===== src/rtl/aur_pkg.sv =====
// aur_pkg: register map, field layouts and types of the async serial port
package aur_pkg;
	// ***************************************************
	// register map
	// ***************************************************
	localparam logic [7:0] ADDR_CTRL   = 8'h00;
	localparam logic [7:0] ADDR_STATUS = 8'h04;
	localparam logic [7:0] ADDR_TXDATA = 8'h08;
	localparam logic [7:0] ADDR_RXDATA = 8'h0C;

	localparam int CTRL_W   = 13;
	localparam int STAT_W   = 6;
	localparam int DATA_W   = 8;
	localparam int SHIFT_W  = 9;

	localparam logic [31:0] ZERO_WORD = 32'h0000_0000;

	// ***************************************************
	// timing
	// ***************************************************
	localparam logic [3:0] OVERSAMPLE_LAST = 4'hF;
	localparam logic [3:0] START_MID       = 4'h7;
	localparam logic [3:0] BITS_EIGHT      = 4'h8;
	localparam logic [3:0] BITS_NINE       = 4'h9;
	localparam logic [1:0] FIFO_DEPTH      = 2'h2;

	// ***************************************************
	// types
	// ***************************************************
	typedef struct packed {
		logic global_irq_enable;
		logic peripheral_irq_enable;
		logic transmit_irq_enable;
		logic receive_irq_enable;
		logic transmit_ninth_bit;
		logic transmit_polarity_select;
		logic address_detect_enable;
		logic nine_bit_transmit_enable;
		logic nine_bit_receive_enable;
		logic transmitter_enable;
		logic continuous_receive_enable;
		logic mode_sync;
		logic port_enable;
	} aur_ctrl_t;

	localparam aur_ctrl_t CTRL_RESET = '0;

	typedef struct packed {
		logic             framing_error;
		logic             ninth_bit;
		logic [DATA_W-1:0] data;
	} aur_entry_t;

	typedef enum logic [1:0] {
		RX_IDLE  = 2'b00,
		RX_START = 2'b01,
		RX_DATA  = 2'b10,
		RX_STOP  = 2'b11
	} aur_rx_state_t;

	typedef enum logic [1:0] {
		TX_IDLE  = 2'b00,
		TX_START = 2'b01,
		TX_DATA  = 2'b10,
		TX_STOP  = 2'b11
	} aur_tx_state_t;
endpackage


===== src/rtl/aur_uart.sv =====
// aur_uart: async serial transmitter and receiver with an APB register slave
// ***************************************************
// ***************************************************
//
// Design decisions made here: the address map and the APB interface to the registers.
`timescale 1ns/1ns
module aur_uart (
	input  wire logic        clk,
	input  wire logic        rst_n,
	input  wire logic        psel,
	input  wire logic        penable,
	input  wire logic        pwrite,
	input  wire logic [7:0]  paddr,
	input  wire logic [31:0] pwdata,
	output logic      [31:0] prdata,
	output logic             pready,
	output logic             pslverr,
	input  wire logic        baud_tick_16x,
	input  wire logic        rx_in,
	output logic             tx_out,
	output logic             tx_oe,
	output logic             rx_irq_req,
	output logic             tx_irq_req
);
	// ***************************************************
	// registers and bus decode
	// ***************************************************
	aur_pkg::aur_ctrl_t            ctrl;
	aur_pkg::aur_entry_t           fifo [2];
	logic                          rd_ptr;
	logic                          wr_ptr;
	logic [1:0]                    fifo_count;
	logic                          overrun_error_flag;
	logic [aur_pkg::SHIFT_W-1:0]   transmit_buffer;
	logic                          buffer_full;
	logic [aur_pkg::SHIFT_W-1:0]   transmit_shifter;
	aur_pkg::aur_tx_state_t        tx_state;
	logic [3:0]                    tx_tick_cnt;
	logic [3:0]                    tx_bit_cnt;
	logic                          tx_line;
	aur_pkg::aur_rx_state_t        rx_state;
	logic [3:0]                    rx_tick_cnt;
	logic [3:0]                    rx_bit_cnt;
	logic [aur_pkg::SHIFT_W-1:0]   receive_shifter;
	logic [2:0]                    votes;
	logic                          rx_prev;

	logic access;
	logic setup;
	logic mapped;
	logic wr_txdata;
	logic rd_rxdata;
	logic rx_on;
	logic tx_on;
	logic receive_data_flag;
	logic transmit_buffer_empty_flag;
	logic framing_error_flag;
	logic vote;
	logic rx_mid;
	logic push;
	logic pop;
	logic stop_done;
	logic [3:0] rx_bits;
	aur_pkg::aur_entry_t head;
	aur_pkg::aur_entry_t new_entry;

	assign setup  = psel & ~penable;
	assign access = psel & penable;
	assign mapped = (paddr == aur_pkg::ADDR_CTRL) || (paddr == aur_pkg::ADDR_STATUS) ||
		(paddr == aur_pkg::ADDR_TXDATA) || (paddr == aur_pkg::ADDR_RXDATA);
	assign pready  = 1'b1;
	assign pslverr = access & ~mapped;
	assign wr_txdata = access & pwrite & (paddr == aur_pkg::ADDR_TXDATA);
	assign rd_rxdata = access & ~pwrite & (paddr == aur_pkg::ADDR_RXDATA);

	assign rx_on = ctrl.continuous_receive_enable & ~ctrl.mode_sync & ctrl.port_enable;
	assign tx_on = ctrl.transmitter_enable & ~ctrl.mode_sync & ctrl.port_enable;

	assign head = fifo[rd_ptr];
	// flag is pure state, so a status write cannot touch it
	assign receive_data_flag = rx_on & (fifo_count != 2'h0);
	assign framing_error_flag = (fifo_count != 2'h0) & head.framing_error;
	// only a waiting character behind a busy shifter, or tx_on low, clears it
	assign transmit_buffer_empty_flag = tx_on &
		~(buffer_full & (tx_state != aur_pkg::TX_IDLE));

	assign rx_irq_req = receive_data_flag & ctrl.receive_irq_enable &
		ctrl.peripheral_irq_enable & ctrl.global_irq_enable;
	assign tx_irq_req = transmit_buffer_empty_flag & ctrl.transmit_irq_enable &
		ctrl.peripheral_irq_enable & ctrl.global_irq_enable;

	always_ff @(posedge clk or negedge rst_n) begin
		if (!rst_n) begin
			ctrl <= aur_pkg::CTRL_RESET;
		end else if (access & pwrite & (paddr == aur_pkg::ADDR_CTRL)) begin
			ctrl <= aur_pkg::aur_ctrl_t'(pwdata[aur_pkg::CTRL_W-1:0]);
		end
	end

	// read data is registered in the setup cycle, zero-wait access
	always_ff @(posedge clk or negedge rst_n) begin
		if (!rst_n) begin
			prdata <= aur_pkg::ZERO_WORD;
		end else if (setup & ~pwrite) begin
			unique case (paddr)
				aur_pkg::ADDR_CTRL: begin
					prdata <= {{(32-aur_pkg::CTRL_W){1'b0}}, ctrl};
				end
				aur_pkg::ADDR_STATUS: begin
					prdata <= {{(32-aur_pkg::STAT_W){1'b0}}, (tx_state == aur_pkg::TX_IDLE),
						head.ninth_bit & (fifo_count != 2'h0), overrun_error_flag,
						framing_error_flag, transmit_buffer_empty_flag,
						receive_data_flag};
				end
				aur_pkg::ADDR_RXDATA: begin
					prdata <= {{(32-aur_pkg::DATA_W){1'b0}}, head.data};
				end
				default: begin
					prdata <= aur_pkg::ZERO_WORD;
				end
			endcase
		end
	end

	// ***************************************************
	// receiver
	// ***************************************************
	// baud tick comes from an outside divider at 16x the bit rate
	assign rx_mid = baud_tick_16x & (rx_tick_cnt == aur_pkg::OVERSAMPLE_LAST);
	assign vote = (votes[0] & votes[1]) | (votes[1] & votes[2]) | (votes[0] & votes[2]);
	assign rx_bits = ctrl.nine_bit_receive_enable ? aur_pkg::BITS_NINE : aur_pkg::BITS_EIGHT;
	assign stop_done = (rx_state == aur_pkg::RX_STOP) & rx_mid;

	always_comb begin
		new_entry.framing_error = ~vote;
		new_entry.ninth_bit = ctrl.nine_bit_receive_enable & receive_shifter[8];
		new_entry.data = ctrl.nine_bit_receive_enable ? receive_shifter[7:0] :
			receive_shifter[8:1];
	end

	// with nine-bit receive on, address mode drops characters whose ninth bit is clear
	assign push = stop_done & ~overrun_error_flag & (fifo_count != aur_pkg::FIFO_DEPTH) &
		~(ctrl.address_detect_enable & ctrl.nine_bit_receive_enable &
		~new_entry.ninth_bit);
	assign pop = rd_rxdata & (fifo_count != 2'h0);

	always_ff @(posedge clk or negedge rst_n) begin
		if (!rst_n) begin
			rx_prev <= 1'b1;
			votes <= 3'h7;
		end else begin
			rx_prev <= rx_in;
			if (baud_tick_16x) begin
				votes <= {votes[1:0], rx_in};
			end
		end
	end

	always_ff @(posedge clk or negedge rst_n) begin
		if (!rst_n) begin
			rx_state <= aur_pkg::RX_IDLE;
			rx_tick_cnt <= 4'h0;
			rx_bit_cnt <= 4'h0;
			receive_shifter <= '0;
		end else if (!rx_on) begin
			rx_state <= aur_pkg::RX_IDLE;
		end else begin
			if (baud_tick_16x) begin
				rx_tick_cnt <= rx_tick_cnt + 4'h1;
			end
			unique case (rx_state)
				aur_pkg::RX_IDLE: begin
					// no new starts while overrun is pending
					if (rx_prev & ~rx_in & ~overrun_error_flag) begin
						rx_state <= aur_pkg::RX_START;
						rx_tick_cnt <= 4'h0;
					end
				end
				aur_pkg::RX_START: begin
					if (baud_tick_16x & (rx_tick_cnt == aur_pkg::START_MID)) begin
						if (rx_in) begin
							rx_state <= aur_pkg::RX_IDLE;
						end else begin
							rx_state <= aur_pkg::RX_DATA;
							rx_tick_cnt <= 4'h0;
							rx_bit_cnt <= 4'h0;
						end
					end
				end
				aur_pkg::RX_DATA: begin
					if (rx_mid) begin
						receive_shifter <= {vote, receive_shifter[8:1]};
						rx_bit_cnt <= rx_bit_cnt + 4'h1;
						if (rx_bit_cnt + 4'h1 == rx_bits) begin
							rx_state <= aur_pkg::RX_STOP;
						end
					end
				end
				aur_pkg::RX_STOP: begin
					if (rx_mid) begin
						rx_state <= aur_pkg::RX_IDLE;
					end
				end
			endcase
		end
	end

	// two entries; a third character may be shifting meanwhile
	always_ff @(posedge clk or negedge rst_n) begin
		if (!rst_n) begin
			rd_ptr <= 1'b0;
			wr_ptr <= 1'b0;
			fifo_count <= 2'h0;
		end else if (!ctrl.port_enable) begin
			rd_ptr <= 1'b0;
			wr_ptr <= 1'b0;
			fifo_count <= 2'h0;
		end else begin
			if (push) begin
				wr_ptr <= ~wr_ptr;
			end
			if (pop) begin
				rd_ptr <= ~rd_ptr;
			end
			if (push & ~pop) begin
				fifo_count <= fifo_count + 2'h1;
			end else if (pop & ~push) begin
				fifo_count <= fifo_count - 2'h1;
			end
		end
	end

	always_ff @(posedge clk) begin
		if (push) begin
			fifo[wr_ptr] <= new_entry;
		end
	end

	always_ff @(posedge clk or negedge rst_n) begin
		if (!rst_n) begin
			overrun_error_flag <= 1'b0;
		end else if (!ctrl.continuous_receive_enable | !ctrl.port_enable) begin
			overrun_error_flag <= 1'b0;
		end else if (stop_done & (fifo_count == aur_pkg::FIFO_DEPTH)) begin
			overrun_error_flag <= 1'b1;
		end
	end

	// ***************************************************
	// transmitter
	// ***************************************************
	// a write with tx_on high lands in the buffer; an idle shifter takes it next cycle
	always_ff @(posedge clk or negedge rst_n) begin
		if (!rst_n) begin
			transmit_buffer <= '0;
			buffer_full <= 1'b0;
		end else if (!tx_on) begin
			buffer_full <= 1'b0;
		end else if (wr_txdata) begin
			transmit_buffer <= {ctrl.transmit_ninth_bit,
				pwdata[aur_pkg::DATA_W-1:0]};
			buffer_full <= 1'b1;
		end else if (tx_state == aur_pkg::TX_IDLE) begin
			buffer_full <= 1'b0;
		end
	end

	always_ff @(posedge clk or negedge rst_n) begin
		if (!rst_n) begin
			tx_state <= aur_pkg::TX_IDLE;
			tx_tick_cnt <= 4'h0;
			tx_bit_cnt <= 4'h0;
			transmit_shifter <= '0;
		end else if (!tx_on) begin
			tx_state <= aur_pkg::TX_IDLE;
		end else begin
			if (baud_tick_16x) begin
				tx_tick_cnt <= tx_tick_cnt + 4'h1;
			end
			unique case (tx_state)
				aur_pkg::TX_IDLE: begin
					if (buffer_full) begin
						transmit_shifter <= transmit_buffer;
						tx_tick_cnt <= 4'h0;
						tx_state <= aur_pkg::TX_START;
					end
				end
				aur_pkg::TX_START: begin
					if (baud_tick_16x & (tx_tick_cnt == aur_pkg::OVERSAMPLE_LAST)) begin
						tx_bit_cnt <= 4'h0;
						tx_state <= aur_pkg::TX_DATA;
					end
				end
				aur_pkg::TX_DATA: begin
					if (baud_tick_16x & (tx_tick_cnt == aur_pkg::OVERSAMPLE_LAST)) begin
						transmit_shifter <= {1'b0, transmit_shifter[8:1]};
						tx_bit_cnt <= tx_bit_cnt + 4'h1;
						if (tx_bit_cnt + 4'h1 == (ctrl.nine_bit_transmit_enable ?
							aur_pkg::BITS_NINE : aur_pkg::BITS_EIGHT)) begin
							tx_state <= aur_pkg::TX_STOP;
						end
					end
				end
				aur_pkg::TX_STOP: begin
					if (baud_tick_16x & (tx_tick_cnt == aur_pkg::OVERSAMPLE_LAST)) begin
						tx_state <= aur_pkg::TX_IDLE;
					end
				end
			endcase
		end
	end

	always_comb begin
		unique case (tx_state)
			aur_pkg::TX_START: tx_line = 1'b0;
			aur_pkg::TX_DATA:  tx_line = transmit_shifter[0];
			default:           tx_line = 1'b1;
		endcase
	end

	// output registered so the pin never glitches between states
	always_ff @(posedge clk or negedge rst_n) begin
		if (!rst_n) begin
			tx_out <= 1'b1;
			tx_oe <= 1'b0;
		end else begin
			tx_out <= tx_line ^ (ctrl.transmit_polarity_select & ~ctrl.mode_sync);
			tx_oe <= ctrl.port_enable;
		end
	end
endmodule


===== config.mk =====
export PLATFORM = sky130hd
export DESIGN_NAME = aur_uart
export DESIGN_NICKNAME = d
export VERILOG_FILES = /design/src/rtl/aur_pkg.sv /design/src/rtl/aur_uart.sv
export SDC_FILE = /design/constraint.sdc
export NUM_CORES = 1
export LEC_CHECK = 0
export BUFFER_PORTS_ARGS = -buffer_cell sky130_fd_sc_hd__buf_2
export CAP_MARGIN = 40
export CORE_ASPECT_RATIO = 0.8
export CORE_MARGIN = 2
export CORE_UTILIZATION = 30
export DETAILED_ROUTE_END_ITERATION = 7
export PLACE_DENSITY = 0.6
export SYNTH_ARGS = -nofsm -noshare
export SYNTH_HDL_FRONTEND = slang
export SYNTH_SLANG_ARGS = --single-unit

===== constraint.sdc =====
create_clock -name clk -period 6.5 [get_ports clk]
set_input_delay 1.3 -clock clk [delete_from_list [all_inputs] [get_ports clk]]
set_output_delay 1.3 -clock clk [all_outputs]
set_load 0.02 [all_outputs]

==> run metrics <==
GRT Resource Usage Total 12.78%; dominant cell by count in the synthesized netlist dfrtp_1; time the worst path needs with I/O delays and setup around 3.7 ns; leading cell types by total area after synthesis dfrtp_1, edfxtp_1, mux2i_1, mux2_2, buf_4; fraction of final layout cells sized beyond drive strength 1 22.57%; total number of clock tree sinks 105; Final Hold Violating Endpoints 0; final weighted congestion in routability-driven placement 0.7499; Core Util, Final between 30% and 40%; Residual DRC 0; worst r2r src rx_tick_cnt[0]; clock tree from TritonCTS built; Leak Pwr 0.002648 uW; vertical die dimension 121.2 microns; clock edge transition at the registers on the reported setup and hold paths 0.07 ns; RSZ-0062 raised after global routing no; Placement Setup Slack 2.780 ns; kind of end point of the critical path output pin; count of unique library cells instantiated by Yosys 63; largest stage delay on the critical path 0.60 ns; TritonCTS Buffers 9; input/output buffers 45; DRT iter0 DRCs 237; critical path fanouts, max 8; maximum number of pins on one net before global-route repair 48; Pins Over Slew Limit 0; CTS root buf clkbuf_16; Antenna Nets Post-Route 0; placed insts 687; synth-to-layout area growth 13.16%; worst path setup slack after routing 2.779 ns; hold-fix buffer count after cts 0; Worst Path Class, Setup input pin to output pin; die outline area 0.01824 sq mm; Mapped Avg Cell Area between 10 and 15 sq um; start point of the worst min-delay path transmit_buffer[5]; class of the worst hold path flop to flop; post-cts sizing count 0; half-perimeter wire length after detailed placement 8113 microns; via/cell ratio 4.801; top-area cell type share of the netlist area 38.86%; Critical Path Source Type input pin; Routed Wire Length approximately 11000 microns; H-tree Lvls 3; Primary FF master, synth dfrtp_1; Final Instance Count excl. Fillers 704; maximum clock rate 0.2687 GHz; Synth Warn # 0; run status finished clean; max_slew headroom 45.07%; crit path buf inv count 2; number of enable flip-flop cells after synthesis 20; setup violators final 0; Core Box Area approximately 0.017 sq mm; Final TNS setup 0 ns; data required time at the worst endpoint 5.20 ns; Top Ports 85; Initial Util 30.92%; transition at the pin with the smallest max-transition slack 0.8239 ns; share of the clock period used by the worst path after layout a little under three fifths; Routed wire per std cell between 15 and 20 microns; buffer count from post-CTS setup fixing 0; cell family with most CP delay simple AND/OR/NAND/NOR gates; first drt pass iteration count 5; CP Data Arrival Time 2.42 ns; cell area after technology mapping between 0.005 and 0.006 sq mm; Seq cells post-synth 105; crit path max-delay cell type or4_4; clock latency on the worst-skew pair 0.34 ns; ranking of synthesized cells by instance count dfrtp_1, nand2_1, nor2_1, mux2i_1, a21oi_1; Final nets 534; timing startpoint of the critical path paddr[1]; antenna violations before repair 1; minimum hold slack 0.4908 ns; skew final between 0.005 and 0.006 ns; cell type with the largest total area after synthesis dfrtp_1; power density normalized to cell area 220.6 mW/mm^2; number of vias in the routed layout roughly 3400; number of violations of the max-capacitance limit 0; number of rows in the core area 42; die width 150.5 microns; vias in the first global route approximately 3600; worst-case clock buffer depth 2; aggregate global routing overflow 0; number of instances in the synthesized netlist around 440; IR Drop Worst-Case VDD about 0.00013 V; part of the Yosys area used for sequential elements 53.07%; first-pass GRT wire length between 15000 and 20000 microns; FFs w/ async S/R, synth 80.95%; worst path cell trace buf_2 > or4_4 > nor2_8 > nor2_1 > buf_2; CP dominant cell by count buf_2
area by class of cell:
class / count / area [sq um]
multi-input cells: 304 / 2223
repair buffers: 49 / 257.7
inverters: 9 / 33.78
clock buffers: 11 / 242.7
well taps: 220 / 275.3
fillers: 1631 / 10830
clock inverters: 5 / 60.06
flip-flops and latches: 105 / 2734
diodes: 1 / 2.502
cells in the final DEF, fill, tap and decap left out, drive strengths merged, types with 3 or more instances in the layout:
| cell | count |
|---|---|
| buf | 49 |
| nor3 | 5 |
| o211ai | 3 |
| nand2 | 29 |
| xnor2 | 6 |
| nand4 | 4 |
| edfxtp | 20 |
| o21ai | 17 |
| nand2b | 6 |
| conb | 20 |
| mux2i | 24 |
| and4 | 3 |
| clkbuf | 11 |
| o31ai | 3 |
| and3 | 5 |
| a21oi | 21 |
| dfstp | 5 |
| a22o | 7 |
| nor4 | 6 |
| dfrtp | 80 |
| nand3b | 3 |
| a22oi | 4 |
| and3b | 4 |
| mux2 | 41 |
| o22ai | 3 |
| nor2 | 28 |
| nand3 | 13 |
| inv | 11 |
| nor3b | 3 |
| nor2b | 4 |
| xor2 | 8 |
| ha | 9 |
| or4 | 4 |
path summary, 6_finish.rpt:
path,to,slack [ns],cells past startpoint
max reg2reg,fifo[1][8],4.21,4
max,pslverr,2.78,5
max in group asynchronous,transmit_shifter[0],4.59,2
min in group asynchronous,receive_shifter[3],0.92,1
min,transmit_buffer[5],0.49,1
min reg2reg,transmit_buffer[5],0.49,1
layer usage:
layer,up-vias,wire length [microns],global-route usage (%)
met1,1672,5147,17.17
met5,-,0,0
met3,17,654,3.872
met2,80,5110,19.69
li1,1611,-,-
met4,0,221,4.186
worst register-to-register path, cell delays in order (launching register included):
cell and delay, ns:
dfrtp_1 0.39, ha_1 0.21, nand4_1 0.29, nor4_1 0.47, and3_1 0.56
cells by family after synthesis:
group | Yosys count | share of synthesized area, %
AND/OR/NAND/NOR | 125 | 13.92
flip-flops | 105 | 53.07
AO/OA/AOI/OAI | 71 | 8.866
multiplexers | 65 | 14.36
buffers and inverters | 46 | 5.076
XOR/XNOR | 14 | 2.380
adder cells (fa/ha/maj) | 9 | 2.186
other | 2 | 0.1458
flip-flops by register name, summed over array words and instances, names as in the netlist, 3 cells and up:
name	count
rx_tick_cnt	4
votes	3
transmit_buffer	9
tx_tick_cnt	4
transmit_shifter	9
tx_bit_cnt	4
ctrl	13
prdata	13
receive_shifter	9
rx_bit_cnt	4
fifo	20
power by group:
| group | total [uW] | switching (uW) | leakage, uW | internal (uW) |
|---|---|---|---|---|
| Sequential | 681 | 4.57 | 0.00133 | 676 |
| Combinational | 55.4 | 39.7 | 0.00117 | 15.7 |
| Clock | 550 | 238 | 0.000147 | 311 |
| Total | 1290 | 283 | 0.00265 | 1000 |
metrics by stage:
step           area [sq um]  power (uW)
4_1_cts                5827        1300
3_3_place_gp           5509       748.6
6_report               5829        1286
2_1_floorplan          5219       730.3
3_5_place_dp           5524       750.1
5_1_grt                5827        1334
Note: power is estimated with default switching activity, not from simulation.
